**config.mk**
```make
export PLATFORM = sky130hd
export DESIGN_NAME = conv_feature_regs
export DESIGN_NICKNAME = d
export VERILOG_FILES = /design/src/conv_regs_pkg.sv /design/src/reg_port_if.sv /design/src/serial_reg_port.sv /design/src/conv_feature_regs.sv
export SDC_FILE = /design/constraint.sdc
export NUM_CORES = 1
export LEC_CHECK = 0
export BUFFER_PORTS_ARGS = -buffer_cell sky130_fd_sc_hd__buf_2
export CAP_MARGIN = 40
export CORE_MARGIN = 1
export CORE_UTILIZATION = 59
export DETAILED_ROUTE_END_ITERATION = 10
export HOLD_SLACK_MARGIN = 0.15
export PLACE_DENSITY = 0.85
export SLEW_MARGIN = 25
export SYNTH_ARGS = -nofsm -noshare
export SYNTH_HDL_FRONTEND = slang
export SYNTH_SLANG_ARGS = --single-unit
```
**constraint.sdc**
```tcl
create_clock -name CLK -period 2.28 [get_ports CLK]
set_clock_uncertainty 0.1 [all_clocks]
set_input_delay 0.342 -clock CLK [delete_from_list [all_inputs] [get_ports CLK]]
set_output_delay 0.342 -clock CLK [all_outputs]
set_load 0.1 [all_outputs]
```
**src/conv_regs_pkg.sv**
```systemverilog
package conv_regs_pkg;
   // ----------------------------------------------------------------
   // Serial port framing
   // ----------------------------------------------------------------
   localparam int ADDR_W      = 13;
   localparam int INSTR_BITS  = 16;
   localparam int RNW_BIT     = 15;

   // ----------------------------------------------------------------
   // Register offsets
   // ----------------------------------------------------------------
   localparam logic [12:0] OFS_TEST2_LOW   = 13'h001B;
   localparam logic [12:0] OFS_TEST2_HIGH  = 13'h001C;
   localparam logic [12:0] OFS_SIGNATURE   = 13'h0024;
   localparam logic [12:0] OFS_OVER_RANGE  = 13'h002A;
   localparam logic [12:0] OFS_CHAN_SOURCE = 13'h002E;
   localparam logic [12:0] OFS_SYNC_CTL    = 13'h0100;
   localparam logic [12:0] OFS_MISC_USER   = 13'h0101;

   // ----------------------------------------------------------------
   // Reset values
   // ----------------------------------------------------------------
   localparam logic [7:0] RST_TEST2      = 8'h00;
   localparam logic [7:0] RST_OVER_RANGE = 8'h01;
   localparam logic [1:0] RST_CHAN_SRC   = 2'h2;
   localparam logic [2:0] RST_SYNC_CTL   = 3'h1;
   localparam logic [7:0] RST_MISC_USER  = 8'h88;

   // ----------------------------------------------------------------
   // Field positions
   // ----------------------------------------------------------------
   localparam int SYNC_MASTER_BIT = 0;
   localparam int SYNC_DIV_BIT    = 1;
   localparam int SYNC_NEXT_BIT   = 2;
   localparam int USR_PD_DIS_BIT  = 0;
   localparam int USR_RUN_OSC_BIT = 2;
   localparam int USR_DETECT_BIT  = 3;
   localparam int USR_OE_PIN_BIT  = 7;
   localparam logic [7:0] MISC_USER_MASK = 8'h8D;

   // ----------------------------------------------------------------
   // Timing
   // ----------------------------------------------------------------
   localparam int CLK_MHZ         = 125;
   localparam int LOW_RATE_MSPS   = 5;
   // Longest encode period that still counts as a normal rate
   localparam int LOW_RATE_CYCLES = CLK_MHZ / LOW_RATE_MSPS;
endpackage

```
**src/reg_port_if.sv**
```systemverilog
`timescale 1ns/1ns
// Write strobe and read path between the serial slave and register bank
interface reg_port_if;
   logic        wr_stb;
   logic [12:0] addr;
   logic [7:0]  wdata;
   logic [7:0]  rdata;
   modport port (output wr_stb, output addr, output wdata, input rdata);
   modport bank (input wr_stb, input addr, input wdata, output rdata);
endinterface

```
**src/serial_reg_port.sv**
```systemverilog
`timescale 1ns/1ns
module serial_reg_port (
   input  wire logic   clk,
   input  wire logic   srst,
   input  wire logic   sclk_pin,
   input  wire logic   csb_pin,
   input  wire logic   sdio_in,
   output logic        sdio_out,
   output logic        sdio_oe,
   reg_port_if.port    bus
);
   logic [2:0]  sclk_q;
   logic [1:0]  csb_q;
   logic [1:0]  sdio_q;
   logic [3:0]  bit_cnt_q;
   logic [15:0] instr_q;
   logic [7:0]  in_sh_q;
   logic [7:0]  out_sh_q;
   logic        data_ph_q;
   logic        rnw_q;
   logic        load_q;
   logic        wr_q;
   logic [12:0] addr_q;
   logic [7:0]  wdata_q;
   logic        rise;
   logic        fall;

   // Pins are asynchronous to the sample clock: two flops before use
   always_ff @(posedge clk) begin
      if (srst) begin
         sclk_q <= 3'h0;
         csb_q  <= 2'h3;
         sdio_q <= 2'h0;
      end else begin
         sclk_q <= {sclk_q[1:0], sclk_pin};
         csb_q  <= {csb_q[0], csb_pin};
         sdio_q <= {sdio_q[0], sdio_in};
      end
   end

   assign rise = sclk_q[1] & ~sclk_q[2] & ~csb_q[1];
   assign fall = ~sclk_q[1] & sclk_q[2] & ~csb_q[1];

   // Instruction then data bytes, MSB first; address steps up per byte
   always_ff @(posedge clk) begin
      if (srst || csb_q[1]) begin
         bit_cnt_q <= 4'h0;
         data_ph_q <= 1'b0;
         rnw_q     <= 1'b0;
         load_q    <= 1'b0;
         wr_q      <= 1'b0;
         instr_q   <= 16'h0000;
         in_sh_q   <= 8'h00;
         addr_q    <= 13'h0000;
         wdata_q   <= 8'h00;
      end else begin
         load_q <= 1'b0;
         wr_q   <= 1'b0;
         if (wr_q) begin
            addr_q <= addr_q + 13'h0001;
         end
         if (rise && !data_ph_q) begin
            instr_q   <= {instr_q[14:0], sdio_q[1]};
            bit_cnt_q <= bit_cnt_q + 4'h1;
            if (bit_cnt_q == 4'hF) begin
               addr_q    <= {instr_q[11:0], sdio_q[1]};
               rnw_q     <= instr_q[conv_regs_pkg::RNW_BIT - 1];
               data_ph_q <= 1'b1;
               load_q    <= 1'b1;
               bit_cnt_q <= 4'h0;
            end
         end else if (rise) begin
            in_sh_q   <= {in_sh_q[6:0], sdio_q[1]};
            bit_cnt_q <= bit_cnt_q + 4'h1;
            if (bit_cnt_q == 4'h7) begin
               bit_cnt_q <= 4'h0;
               if (rnw_q) begin
                  addr_q <= addr_q + 13'h0001;
                  load_q <= 1'b1;
               end else begin
                  wr_q    <= 1'b1;
                  wdata_q <= {in_sh_q[6:0], sdio_q[1]};
               end
            end
         end
      end
   end

   // Read data leaves on falling edges so the host samples it on rising
   always_ff @(posedge clk) begin
      if (srst || csb_q[1]) begin
         out_sh_q <= 8'h00;
         sdio_out <= 1'b0;
         sdio_oe  <= 1'b0;
      end else begin
         sdio_oe <= data_ph_q & rnw_q;
         if (load_q) begin
            out_sh_q <= bus.rdata;
         end else if (fall && data_ph_q && rnw_q) begin
            sdio_out <= out_sh_q[7];
            out_sh_q <= {out_sh_q[6:0], 1'b0};
         end
      end
   end

   assign bus.wr_stb = wr_q;
   assign bus.addr   = addr_q;
   assign bus.wdata  = wdata_q;
endmodule // serial_reg_port

```
**src/conv_feature_regs.sv**
```systemverilog
// What this block does
// - Master sync enable gates every sync function
// - Divider sync bit gates pulse to divider
// - Continuous mode realigns on every sync pulse
// - Next-sync-only aligns once, ignores later pulses
// - Hardware clears divider sync bit after sync in next-sync-only mode
// - Output-enable control bit makes pin active
// - Control bit cleared means pin ignored
// - Detector flags encode rates below 5 MSPS
// - Low rate switches internal oscillator on
// - Detect bit cleared disables the detector
// - Force bit runs oscillator regardless of detector
// - Pull-down disable bit removes serial pull-down
`timescale 1ns/1ns
module conv_feature_regs #(
   parameter int NUM_CH = 2
) (
   input  wire logic              CLK,
   input  wire logic              SRST,
   input  wire logic              SCLK,
   input  wire logic              CSB,
   input  wire logic              SDIO_IN,
   output logic                   SDIO_OUT,
   output logic                   SDIO_OE,
   input  wire logic              SYNC_PIN,
   input  wire logic              ENCODE_PIN,
   input  wire logic              OUTPUT_ENABLE_PIN_ACTIVE_LOW,
   input  wire logic [NUM_CH-1:0] CHANNEL_INDEX,
   input  wire logic [NUM_CH-1:0] OVER_RANGE_IN,
   input  wire logic [7:0]        SIGNATURE_ACCUMULATOR,
   output logic                   DIV_ALIGN,
   output logic                   DATA_OUT_EN,
   output logic                   ENCODE_RATE_LOW,
   output logic                   LOW_RATE_INTERNAL_OSCILLATOR_RUN,
   output logic                   SDIO_PULLDOWN_EN,
   output logic [NUM_CH-1:0]      OVER_RANGE_OUT,
   output logic [NUM_CH-1:0]      CHAN_SOURCE_B,
   output logic [15:0]            TEST_WORD2
);
   localparam logic [7:0] RATE_TH = 8'(conv_regs_pkg::LOW_RATE_CYCLES);

   reg_port_if bus ();

   logic [2:0]        sync_q;
   logic [2:0]        enc_q;
   logic [1:0]        oe_pin_q;
   logic [2:0]        sync_ctl_q;
   logic [7:0]        usr_q;
   logic [7:0]        sig_q;
   logic [7:0]        gap_q;
   logic [NUM_CH-1:0] or_en_q;
   logic [NUM_CH-1:0] src_q;
   logic              sync_rise;
   logic              sync_gated;
   logic              enc_rise;
   logic              wr_sync;
   logic              wr_usr;

   // ----------------------------------------------------------------
   // Serial port
   // ----------------------------------------------------------------
   serial_reg_port u_port (
      .clk      (CLK),
      .srst     (SRST),
      .sclk_pin (SCLK),
      .csb_pin  (CSB),
      .sdio_in  (SDIO_IN),
      .sdio_out (SDIO_OUT),
      .sdio_oe  (SDIO_OE),
      .bus      (bus.port)
   );

   // ----------------------------------------------------------------
   // Pin synchronisers
   // ----------------------------------------------------------------
   // Third stage of sync and encode only feeds the edge detectors
   always_ff @(posedge CLK) begin
      if (SRST) begin
         sync_q   <= 3'h0;
         enc_q    <= 3'h0;
         oe_pin_q <= 2'h3;
      end else begin
         sync_q   <= {sync_q[1:0], SYNC_PIN};
         enc_q    <= {enc_q[1:0], ENCODE_PIN};
         oe_pin_q <= {oe_pin_q[0], OUTPUT_ENABLE_PIN_ACTIVE_LOW};
      end
   end

   assign sync_rise = sync_q[1] & ~sync_q[2];
   assign enc_rise  = enc_q[1] & ~enc_q[2];
   assign wr_sync   = bus.wr_stb && bus.addr == conv_regs_pkg::OFS_SYNC_CTL;
   assign wr_usr    = bus.wr_stb && bus.addr == conv_regs_pkg::OFS_MISC_USER;
   assign sync_gated = sync_rise
      & sync_ctl_q[conv_regs_pkg::SYNC_MASTER_BIT]
      & sync_ctl_q[conv_regs_pkg::SYNC_DIV_BIT];

   // ----------------------------------------------------------------
   // Global registers
   // ----------------------------------------------------------------
   // A host write wins over the one-shot self clear in the same cycle
   always_ff @(posedge CLK) begin
      if (SRST) begin
         sync_ctl_q <= conv_regs_pkg::RST_SYNC_CTL;
      end else if (wr_sync) begin
         sync_ctl_q <= bus.wdata[2:0];
      end else if (sync_gated && sync_ctl_q[conv_regs_pkg::SYNC_NEXT_BIT]) begin
         sync_ctl_q[conv_regs_pkg::SYNC_DIV_BIT] <= 1'b0;
      end
   end

   // Only documented bits store; open bits read back as zero
   always_ff @(posedge CLK) begin
      if (SRST) begin
         usr_q <= conv_regs_pkg::RST_MISC_USER;
      end else if (wr_usr) begin
         usr_q <= bus.wdata & conv_regs_pkg::MISC_USER_MASK;
      end
   end

   // Test word, signature capture
   always_ff @(posedge CLK) begin
      if (SRST) begin
         TEST_WORD2 <= {conv_regs_pkg::RST_TEST2, conv_regs_pkg::RST_TEST2};
         sig_q      <= 8'h00;
      end else begin
         sig_q <= SIGNATURE_ACCUMULATOR;
         if (bus.wr_stb && bus.addr == conv_regs_pkg::OFS_TEST2_LOW) begin
            TEST_WORD2[7:0] <= bus.wdata;
         end
         if (bus.wr_stb && bus.addr == conv_regs_pkg::OFS_TEST2_HIGH) begin
            TEST_WORD2[15:8] <= bus.wdata;
         end
      end
   end

   // ----------------------------------------------------------------
   // Per-channel registers
   // ----------------------------------------------------------------
   // A write lands in every channel selected by the index mask
   for (genvar ch = 0; ch < NUM_CH; ch++) begin : g_ch
      always_ff @(posedge CLK) begin
         if (SRST) begin
            or_en_q[ch] <= conv_regs_pkg::RST_OVER_RANGE[0];
            src_q[ch]   <= conv_regs_pkg::RST_CHAN_SRC[ch];
         end else if (bus.wr_stb && CHANNEL_INDEX[ch]) begin
            if (bus.addr == conv_regs_pkg::OFS_OVER_RANGE) begin
               or_en_q[ch] <= bus.wdata[0];
            end
            if (bus.addr == conv_regs_pkg::OFS_CHAN_SOURCE) begin
               src_q[ch] <= bus.wdata[0];
            end
         end
      end
      // Pin is forced low while its enable is clear
      always_ff @(posedge CLK) begin
         if (SRST) begin
            OVER_RANGE_OUT[ch] <= 1'b0;
            CHAN_SOURCE_B[ch]  <= 1'b0;
         end else begin
            OVER_RANGE_OUT[ch] <= OVER_RANGE_IN[ch] & or_en_q[ch];
            CHAN_SOURCE_B[ch]  <= src_q[ch];
         end
      end
   end

   // ----------------------------------------------------------------
   // Read decode
   // ----------------------------------------------------------------
   // Local reads show the lowest-numbered selected channel
   always_comb begin
      bus.rdata = 8'h00;
      unique case (bus.addr)
         conv_regs_pkg::OFS_TEST2_LOW:   bus.rdata = TEST_WORD2[7:0];
         conv_regs_pkg::OFS_TEST2_HIGH:  bus.rdata = TEST_WORD2[15:8];
         conv_regs_pkg::OFS_SIGNATURE:   bus.rdata = sig_q;
         conv_regs_pkg::OFS_OVER_RANGE:
            bus.rdata = {7'h00, CHANNEL_INDEX[0] ? or_en_q[0] : or_en_q[1]};
         conv_regs_pkg::OFS_CHAN_SOURCE:
            bus.rdata = {7'h00, CHANNEL_INDEX[0] ? src_q[0] : src_q[1]};
         conv_regs_pkg::OFS_SYNC_CTL:    bus.rdata = {5'h00, sync_ctl_q};
         conv_regs_pkg::OFS_MISC_USER:   bus.rdata = usr_q;
         default:                        bus.rdata = 8'h00;
      endcase
   end

   // ----------------------------------------------------------------
   // Divider alignment and pin controls
   // ----------------------------------------------------------------
   // Continuous mode keeps the divider bit, so every pulse realigns
   always_ff @(posedge CLK) begin
      if (SRST) begin
         DIV_ALIGN        <= 1'b0;
         DATA_OUT_EN      <= 1'b1;
         SDIO_PULLDOWN_EN <= 1'b1;
      end else begin
         DIV_ALIGN        <= sync_gated;
         DATA_OUT_EN      <= usr_q[conv_regs_pkg::USR_OE_PIN_BIT]
                             ? ~oe_pin_q[1] : 1'b1;
         SDIO_PULLDOWN_EN <= ~usr_q[conv_regs_pkg::USR_PD_DIS_BIT];
      end
   end

   // ----------------------------------------------------------------
   // Low encode rate detector and oscillator
   // ----------------------------------------------------------------
   // A stopped encode clock also reads as low once the gap saturates
   always_ff @(posedge CLK) begin
      if (SRST || !usr_q[conv_regs_pkg::USR_DETECT_BIT]) begin
         gap_q           <= 8'h00;
         ENCODE_RATE_LOW <= 1'b0;
      end else if (enc_rise) begin
         gap_q           <= 8'h00;
         ENCODE_RATE_LOW <= gap_q >= RATE_TH;
      end else begin
         if (gap_q < RATE_TH) begin
            gap_q <= gap_q + 8'h01;
         end
         ENCODE_RATE_LOW <= ENCODE_RATE_LOW | (gap_q >= RATE_TH);
      end
   end

   // Force bit overrides; detector only counts while enabled
   always_ff @(posedge CLK) begin
      if (SRST) begin
         LOW_RATE_INTERNAL_OSCILLATOR_RUN <= 1'b0;
      end else begin
         LOW_RATE_INTERNAL_OSCILLATOR_RUN <=
            usr_q[conv_regs_pkg::USR_RUN_OSC_BIT] |
            (usr_q[conv_regs_pkg::USR_DETECT_BIT] & ENCODE_RATE_LOW);
      end
   end

   // ----------------------------------------------------------------
   // Assertions
   // ----------------------------------------------------------------
   master_gate_a: assert property (@(posedge CLK) disable iff (SRST)
      sync_rise && !sync_ctl_q[0] |=> !DIV_ALIGN)
      else $error("sync passed with master enable low");
   div_gate_a: assert property (@(posedge CLK) disable iff (SRST)
      DIV_ALIGN |-> $past(sync_rise) && $past(sync_ctl_q[1]))
      else $error("divider aligned without its enable");
   continuous_sync_a: assert property (@(posedge CLK) disable iff (SRST)
      sync_rise && sync_ctl_q == 3'h3 && !wr_sync
      |=> DIV_ALIGN && sync_ctl_q[1])
      else $error("continuous sync missed a pulse");
   next_only_a: assert property (@(posedge CLK) disable iff (SRST)
      sync_rise && sync_ctl_q == 3'h7 && !wr_sync
      |=> DIV_ALIGN ##1 !DIV_ALIGN [*2])
      else $error("next sync only realigned twice");
   self_clear_a: assert property (@(posedge CLK) disable iff (SRST)
      sync_gated && sync_ctl_q[2] && !wr_sync |=> !sync_ctl_q[1])
      else $error("divider sync bit not cleared");
   oe_pin_a: assert property (@(posedge CLK) disable iff (SRST)
      !SRST && usr_q[7] |=> DATA_OUT_EN == !$past(oe_pin_q[1]))
      else $error("output enable does not follow pin");
   oe_ignore_a: assert property (@(posedge CLK) disable iff (SRST)
      !usr_q[7] |=> DATA_OUT_EN)
      else $error("pin used while disabled");
   rate_low_a: assert property (@(posedge CLK) disable iff (SRST)
      usr_q[3] && !wr_usr && gap_q == RATE_TH |=> ENCODE_RATE_LOW)
      else $error("low encode rate not flagged");
   osc_off_a: assert property (@(posedge CLK) disable iff (SRST)
      !usr_q[3] && !usr_q[2] |=> !LOW_RATE_INTERNAL_OSCILLATOR_RUN)
      else $error("oscillator on with detector off");
   osc_force_a: assert property (@(posedge CLK) disable iff (SRST)
      usr_q[2] |=> LOW_RATE_INTERNAL_OSCILLATOR_RUN)
      else $error("forced oscillator not running");
   pulldown_a: assert property (@(posedge CLK) disable iff (SRST)
      ##1 SDIO_PULLDOWN_EN == !$past(usr_q[0]))
      else $error("pull-down control wrong");
   over_range_a: assert property (@(posedge CLK) disable iff (SRST)
      OVER_RANGE_OUT[0] |-> $past(or_en_q[0]) && $past(OVER_RANGE_IN[0]))
      else $error("over-range pin active while disabled");
endmodule // conv_feature_regs

```
==> qor.txt, run 1 <==
Antenna viol nets, final: 0
Starting Density: 62.03%
N_diodes: 0
Skew-Pair Late Insertion Delay: 0.53 ns
Primary FF master, synth: dfxtp_1
Startpoint Class: register
Pins Over Slew Limit: 0
Max H-tree Level: 4
Num Clock Sinks: 128
Setup CP Type: reg2reg
Netlist cell types: 61
Vias: 4877
Placer Congestion: 0.8731
M3 GR Usage: 8.582%
Hold Path Class: in2reg
Core area: 8848 sq um
Top-area cell type share of the netlist area: 46.68%
Post-CTS Setup Repair Bufs: 0
Synth area leader: dfxtp_1
Worst vdd ir: 0.5523 mV
Total Routed Length: 14030 um
Drt drc: 0
Std-Cell Rows: 34
Post-synth EDFFs: 0
Final hold vios: 0
Setup TNS: 0 ns
Initial antenna violation count: 0
Type of destination of the critical path: register
Final period util: 96.23%
Number of max-cap violations: 0
Synth Cell Area: 5489 sq um
Crit path time final: 2.194 ns
Fmax: 455.8 MHz
Pre-antenna DRT Iters: 7
Vias in the first global route: 4728
Fillers: 602
Cell count after placement: 747
Syn_area_per_cell: 8.954 sq um
Detail Placement HPWL: 8615 um
Status: complete, no violations
Grt total ovfl: 0
FFs w/ async S/R, synth: 0%
RSZ-0062 raised after global routing: false
Synth area leaders: dfxtp_1 (47%), nand2_1 (5.7%), a21oi_1 (4.9%), mux2i_1 (4.0%), nand3_1 (3.1%)
Yosys warns: 0
TritonCTS clock tree: built
Port Buffers: 46
Maximum fanout along the worst path: 10
Worst EP required: 2.58 ns
Die H: 98.46 um
Gr busiest metal: met2
Sequential cell area fraction in the yosys report: 46.68%
CTS buffer count: 17
Footprint of the multi-input gates: 2729 sq um
Leak: 2.451 nW
Finished Layout Cells: 795
Fraction of layout cells with a size suffix above 1: 18.34%
Root buffer cell: clkbuf_8
FF+latch count, synth: 128
First-pass GRT wire length: 22850 um
Cells after Synth: 613
Endpoints failing setup: 0
Area delta synth->final: 20.63%
Cell Pwr Density: 770.7 nW/um^2
CTS max path bufs: 2
Vias per std cell: 6.135
Largest net degree at the start of global routing: 61
Met1 GRT Util: 35.13%
Syn nets: 641
Die width: 98.46 um
Worst-path clk slew: 0.06 ns
Relative slew slack: 51.87%
DR iter-0 viols: 454
Routed len/inst: 17.65 um
GR Util met2: 49.46%
CP arrival: 2.49 ns
GRT Total Usage: 30.13%
FF+latch area: 2564 sq um
Nets@finish: 702
I/O pin count: 47
Worst slew pin tran: 0.7219 ns
Full die area: 9693 sq um
==> synth_stat cells, types with 2 or more instances <==
cell type and n:
ha_1 8, nor3_1 3, nand2b_1 10, a21o_1 2
a311oi_1 2, a221oi_1 2, buf_6 2, o21ai_1 4
and3b_1 2, a211o_1 3, a22o_1 2, nor4_1 6
or3_1 6, nand3b_1 4, and2_1 3, nor2b_1 23
o2111ai_1 2, nand3_1 34, xnor2_1 16, a22oi_1 6
mux2_2 3, clkbuf_1 34, nand2_1 83, or2_2 5
buf_4 2, nand4_1 9, a21oi_1 54, xor2_1 8
mux2i_1 22, inv_1 13, or4_1 2, and3_1 5
nor4_4 3, dfxtp_1 128, buf_2 2, o211ai_1 3
a21boi_0 3, nor2_1 42, a222oi_1 10, o21ai_0 13
a31oi_1 6, and4_1 3, or4_4 2
==> stage by stage <==
stage	util (%)	hold slack [ns]	total power, mW	instance area [sq um]	worst slack [ns]
6_report	74.83	0.1831	5.103	6621	0.08604
5_1_grt	74.83	0.2017	5.242	6621	0.01672
4_1_cts	74.63	0.1702	5.108	6604	0.03065
3_5_place_dp	66.13	0.2817	2.450	5852	0.02668
3_3_place_gp	66.13	0.2711	2.444	5852	0.1344
2_1_floorplan	-	0.2655	2.409	5489	0.2037
==> cell usage in the layout (no fill, tap or decap), types with 16 or more instances in the layout <==
cell / n
nor2_1: 42
dlygate4sd3_1: 16
mux2i_1: 22
a21oi_1: 54
buf_2: 46
xnor2_1: 16
nand2_1: 83
nand3_1: 34
nor2b_1: 23
clkbuf_16: 16
buf_4: 20
dfxtp_1: 127
==> flip-flops by register name (all words and copies together) (netlist names), 3 cells and up <==
register and count:
u_port.sclk_q 3, u_port.out_sh_q 8, u_port.in_sh_q 7, gap_q 8, sync_ctl_q 3, sig_q 8, u_port.bus.wdata 8, TEST_WORD2 16
sync_q 3, u_port.instr_q 15, enc_q 3, u_port.bit_cnt_q 4, u_port.bus.addr 13, usr_q 4
==> worst paths after layout <==
path	startpoint	to	slack, ns	cells after the start
hold reg to reg	oe_pin_q[1]	DATA_OUT_EN	0.29	1
setup reg to reg	u_port.bus.addr[0]	u_port.out_sh_q[5]	0.09	7
hold / removal	CHANNEL_INDEX[1]	src_q[1]	0.18	5
setup / recovery	u_port.bus.addr[0]	u_port.out_sh_q[5]	0.09	7
==> area by class of cell <==
class / instances / share of cell area, %
Clock buffer: 17 / 6.255
Clock inverter: 15 / 2.570
Inverter: 13 / 0.7370
Multi-Input combinational cell: 431 / 41.21
Sequential cell: 128 / 38.72
Tap cell: 108 / 2.041
Timing Repair Buffer: 83 / 8.466
==> where the power goes <==
| group | internal [mW] | switching [mW] |
|---|---|---|
| clock | 1.59 | 1.09 |
| combinational | 0.0611 | 0.0852 |
| sequential | 2.26 | 0.0156 |
| total | 3.91 | 1.19 |
==> timing repair <==
action / 4_1_cts / 5_1_grt
hold endpoints to repair: 16 / 0
hold buffers: 16 / 0
endpoints found under the setup margin: 4 / 6
resized for setup: 1 / 4
==> per-layer routing <==
layer | vias up | share of wire, %
li1 | 2279 | -
met1 | 2269 | 40
met2 | 267 | 48
met3 | 62 | 8.0
met4 | 0 | 4.5
met5 | - | 0
==> critical path: stages, from the launching register on <==
cell	delay (ns)
dfxtp_1	0.44
inv_1	0.12
ha_1	0.35
nand2_1	0.20
a21o_1	0.14
a21oi_1	0.09
o311ai_2	0.48
o21ai_1	0.13
==> cells by family after synthesis <==
family	count (synthesis)	synth area share, %
adders and majority gates	8	1.824
and+or+nand+nor	256	24.96
xor gates and xnor gates	24	3.829
buffers and inverters	54	4.148
DFF	128	46.68
muxes	26	5.038
AOI/OAI and AO/OA	117	13.52
Power figures use the tool's default switching activity.
==> inputs of run 2 (changes only) <==
==> constraint.sdc (replaced) <==
create_clock -name CLK -period 2.1 [get_ports CLK]
set_clock_uncertainty 0.1 [all_clocks]
set_input_delay 0.315 -clock CLK [delete_from_list [all_inputs] [get_ports CLK]]
set_output_delay 0.315 -clock CLK [all_outputs]
set_load 0.1 [all_outputs]
==> run 2 against run 1 <==
- clock-buffer cell count unchanged
- sequential cell count unchanged
- largest cell class unchanged
- die area unchanged
- highest routed layer unchanged
- via count grew 0.78%
- routed wire length is 1.6% higher
==> qor.txt, run 2 (synthesized netlist as in run 1, its figures left out) <==
Status: complete, no violations
Minimum setup slack among reg-to-reg paths: 0.006 ns
Pre-antenna DRT Iters: 7
Starting Density: 62.03%
Root buffer cell: clkbuf_8
Endpoints failing setup: 0
Maximum fanout along the worst path: 8
Flip-flop count of the largest register after layout: 16
Skew-Pair Late Insertion Delay: 0.53 ns
Setup CP Type: reg2reg
Most common cell after layout, fill and taps aside: dfxtp_1
Port Buffers: 46
Leak: 2.497 nW
Drt drc: 0
Full die area: 9693 sq um
DR iter-0 viols: 449
Worst-path clk slew: 0.06 ns
Detail Placement HPWL: 9036 um
First-pass GRT wire length: 23000 um
Fillers: 555
Pre-CTS setup slack: 0.008046 ns
Crit path time final: 2.094 ns
GRT Total Usage: 30.52%
I/O pin count: 47
RSZ-0062 raised after global routing: true
Most frequent cells in the layout: dfxtp_1 (126), nand2_1 (81), a21oi_1 (52)
Grt total ovfl: 0
Nets@finish: 719
Metal3 WL: 1012 um
Highest routed layer: met4
Setup TNS: 0 ns
Final core occ: 76.71%
Fraction of layout cells with a size suffix above 1: 21.45%
Initial antenna violation count: 0
Total Routed Length: 14250 um
TritonCTS clock tree: built
Worst setup path start: u_port.bus.addr[6]
Wl on met1: 5663 um
Worst slew pin tran: 0.7407 ns
Vias: 4915
Largest net degree at the start of global routing: 55
Worst Slack Setup Final: 0.006059 ns
End of the critical path: u_port.out_sh_q[0]
Type of destination of the critical path: register
Number of max-cap violations: 0
Worst EP required: 2.44 ns
CTS max path bufs: 2
Max H-tree Level: 4
N_diodes: 0
Std-Cell Rows: 34
Routed len/inst: 17.55 um
Worst vdd ir: 0.7794 mV
Antenna viol nets, final: 0
RR Startpoint: u_port.bus.addr[6]
Cell Pwr Density: 796.3 nW/um^2
Startpoint Class: register
Vias in the first global route: 4850
CP arrival: 2.44 ns
Num Clock Sinks: 128
Pwr Total: 5.405 mW
Pins Over Slew Limit: 0
Die width: 98.46 um
Vias per std cell: 6.053
R2R depth: 6
Final period util: 99.71%
Relative slew slack: 50.43%
Hold Path Class: reg2reg
Placer Congestion: 0.9324
Largest Register: TEST_WORD2
Final hold vios: 0
CTS buffer count: 17
RR Endpoint: u_port.out_sh_q[0]
Core area: 8848 sq um
Die H: 98.46 um
Fmax: 477.6 MHz
Metal2 WL: 6973 um
Area delta synth->final: 23.66%
## run 2: cell count changes in the layout (fill, tap and decap cells not counted), sizes merged
cell / change
buf: +12
bufinv: -2
inv: +3
dlygate4sd3: +5
clkinvlp: +2
clkinv: -3
## run 2: per-stage QoR
step,instance area (sq um),std cells,hold slack [ns]
after global placement,5934,758,0.2745
after floorplan,5489,613,0.2655
after CTS,6713,811,0.3166
after detailed placement,5934,758,0.2987
after global routing,6788,812,0.3277
final,6788,812,0.3117
## run 2: area by class of cell
class / instances / area (sq um) / share of cell area (%)
Inverter: 13 / 48.80 / 0.7189
Multi-Input combinational cell: 431 / 2785 / 41.03
Tap cell: 108 / 135.1 / 1.991
Clock buffer: 17 / 414.1 / 6.101
Sequential cell: 128 / 2565 / 37.79
Clock inverter: 15 / 138.9 / 2.046
Timing Repair Buffer: 100 / 700.7 / 10.32
## run 2: critical path, stage by stage, from the launching register on
cell and delay, ns:
dfxtp_1 0.31, buf_4 0.16, or4_4 0.47, nor4_4 0.31, o21a_1 0.27, o31ai_2 0.11, a221oi_2 0.28
## run 2: timing repair
action | 4_1_cts | 5_1_grt
setup endpoints to repair | 5 | 29
pin swaps | 1 | 3
buffers inserted | 0 | 1
gates resized for setup | 3 | 16
endpoints found under the hold margin | 22 | 0
hold buffers | 21 | 0
## run 2: layer usage
layer | GRT usage, % | vias to the layer above
met5 | 0 | -
met4 | 15.96 | 0
met3 | 8.794 | 55
met2 | 50.87 | 240
met1 | 35.87 | 2307
li1 | - | 2313
## run 2: worst min path at each step
| stage | to | startpoint | depth (start not counted) | slack (ns) |
|---|---|---|---|---|
| after detailed placement | u_port.csb_q[1] | u_port.csb_q[0] | 1 | 0.30 |
| after CTS | u_port.csb_q[1] | u_port.csb_q[0] | 1 | 0.32 |
| after global placement | DATA_OUT_EN | oe_pin_q[1] | 1 | 0.27 |
| after global routing | SDIO_PULLDOWN_EN | usr_q[0] | 1 | 0.33 |
| final | u_port.csb_q[1] | u_port.csb_q[0] | 1 | 0.31 |
| after floorplan | DATA_OUT_EN | oe_pin_q[1] | 1 | 0.27 |
## run 2: where the power goes
group / internal [mW] / switching, mW / leakage (nW)
clock: 1.51 / 1.26 / 0.262
sequential: 2.46 / 0.0147 / 1.04
combinational: 0.0711 / 0.0938 / 1.20
total: 4.04 / 1.37 / 2.50
==> inputs of run 3 (changes only) <==
--- a/config.mk
+++ b/config.mk
@@ -5,7 +5,7 @@
 export SDC_FILE = /design/constraint.sdc
 export NUM_CORES = 1
 export LEC_CHECK = 0
-export BUFFER_PORTS_ARGS = -buffer_cell sky130_fd_sc_hd__buf_2
+export BUFFER_PORTS_ARGS = -buffer_cell sky130_fd_sc_hd__buf_4
 export CAP_MARGIN = 40
 export CORE_MARGIN = 1
 export CORE_UTILIZATION = 59
==> constraint.sdc (replaced) <==
create_clock -name CLK -period 2.3 [get_ports CLK]
set_clock_uncertainty 0.1 [all_clocks]
set_input_delay 0.345 -clock CLK [delete_from_list [all_inputs] [get_ports CLK]]
set_output_delay 0.345 -clock CLK [all_outputs]
set_load 0.1 [all_outputs]
==> run 3 against run 2 <==
- worst hold slack worse by 0.13 ns
- combinational power fell by 4%
- critical endpoint is now u_port.out_sh_q[2]
- non-clock buffer count down 13
- critical path type unchanged
==> qor.txt, run 3 (synthesized netlist as in run 1, its figures left out) <==
Vias: 5012
I/O pin count: 47
Worst EP required: 2.64 ns
CTS max path bufs: 2
Type of destination of the critical path: register
CP cell instances: or4_4 > or2_4 > a21oi_1 > o311ai_1 > buf_4 > o21ai_1
Endpoints failing setup: 0
Fmax: 445.6 MHz
Fraction of layout cells with a size suffix above 1: 17.95%
Initial antenna violation count: 0
Die H: 98.46 um
Cell Pwr Density: 757.2 nW/um^2
Num Clock Sinks: 128
N_diodes: 0
Root buffer cell: clkbuf_8
Minimum setup slack among reg-to-reg paths: 0.06 ns
Placer Congestion: 0.8888
TritonCTS clock tree: built
Startpoint Class: register
Post-DP Area: 5962 sq um
Status: complete, no violations
Starting Density: 62.03%
Max H-tree Level: 4
Setup CP Type: reg2reg
Routed len/inst: 18.20 um
GRT Total Usage: 31.50%
Final hold vios: 0
Leak: 2.485 nW
Most common cell after layout, fill and taps aside: dfxtp_1
Skew-Pair Late Insertion Delay: 0.52 ns
CTS buffer count: 17
Total Routed Length: 14550 um
Worst Slack Setup Final: 0.05590 ns
Worst slew pin tran: 0.6805 ns
Final hold slack: 0.1798 ns
Post-route cell area: 6741 sq um
Largest net degree at the start of global routing: 53
Detail Placement HPWL: 9001 um
Setup TNS: 0 ns
Core area: 8848 sq um
Final period util: 97.57%
Worst-path clk slew: 0.06 ns
Nets@finish: 706
Pre-CTS setup slack: 0.1826 ns
Most frequent cells in the layout: dfxtp_1 (128), nand2_1 (83), buf_4 (68)
Relative slew slack: 54.51%
First-pass GRT wire length: 23790 um
Port Buffers: 46
Pins Over Slew Limit: 0
Worst vdd ir: 0.5981 mV
Crit path time final: 2.244 ns
Die width: 98.46 um
Number of max-cap violations: 0
Post-CTS Setup Repair Bufs: 0
Slowest-stage cell, CP: or4_4
Vias per std cell: 6.273
Std-Cell Rows: 34
DR iter-0 viols: 548
Grt total ovfl: 0
CP peak stage delay: 0.61 ns
Largest Register: TEST_WORD2
Vias in the first global route: 4923
Full die area: 9693 sq um
Hold Path Class: in2reg
Flip-flop count of the largest register after layout: 16
CP arrival: 2.58 ns
Drt drc: 0
Area delta synth->final: 22.82%
Pre-antenna DRT Iters: 8
Maximum fanout along the worst path: 7
Fillers: 568
RSZ-0062 raised after global routing: false
Antenna viol nets, final: 0
==> run 3: cell count changes in the layout (fill, tap and decap cells not counted), sizes merged <==
cell         change
buf             -11
clkinvlp         -2
bufinv           +2
inv              -2
clkinv           +2
dlygate4sd3      -2
==> run 3: through the flow <==
step | instances | power, mW | utilization [%]
after floorplan | 613 | 2.388 | -
after global placement | 748 | 2.433 | 67.38
after detailed placement | 748 | 2.439 | 67.38
after CTS | 799 | 5.110 | 76.16
after global routing | 799 | 5.228 | 76.19
final | 799 | 5.104 | 76.19
==> run 3: final timing paths <==
check | cells past startpoint | startpoint | to
worst min-delay path | 5 | CHANNEL_INDEX[1] | or_en_q[1]
worst max-delay path | 6 | u_port.bus.addr[10] | u_port.out_sh_q[2]
worst max register to register | 6 | u_port.bus.addr[10] | u_port.out_sh_q[2]
worst min register to register | 1 | oe_pin_q[1] | DATA_OUT_EN
==> run 3: per-layer routing <==
layer	wire [um]	vias to the layer above	global-route usage (%)	share of wire, %
met5	0	-	0	0
met4	684	0	17.45	4.7
met3	1204	71	7.447	8.3
met2	6975	280	52.65	48
met1	5681	2377	37.52	39
li1	-	2284	-	-
==> run 3: power by group <==
| part | leakage, nW | switching, mW | internal (mW) | total [mW] |
|---|---|---|---|---|
| clock | 0.284 | 1.11 | 1.58 | 2.69 |
| sequential | 1.04 | 0.0153 | 2.24 | 2.26 |
| combinational | 1.16 | 0.0844 | 0.0733 | 0.158 |
| total | 2.49 | 1.21 | 3.90 | 5.10 |
==> run 3: critical path, delay by kind of cell, from the launching register on <==
family          cells  cell delay, ns
compound gates      3            0.57
buf+inv             1            0.21
flops               1            0.37
simple gates        2            0.91
==> run 3: layout make-up <==
type / count / area (sq um) / area share [%]
clock buffers: 17 / 414.1 / 6.143
clock inverters: 15 / 172.7 / 2.561
inverters: 13 / 48.80 / 0.7238
multi-input cells: 431 / 2708 / 40.16
flip-flops and latches: 128 / 2562 / 38.01
well taps: 108 / 135.1 / 2.004
repair buffers: 87 / 700.7 / 10.39
==> run 3: timing repair <==
action,CTS,global route
gates resized for setup,0,1
hold endpoints to repair,21,0
hold buffers,19,0
setup endpoints to repair,0,1
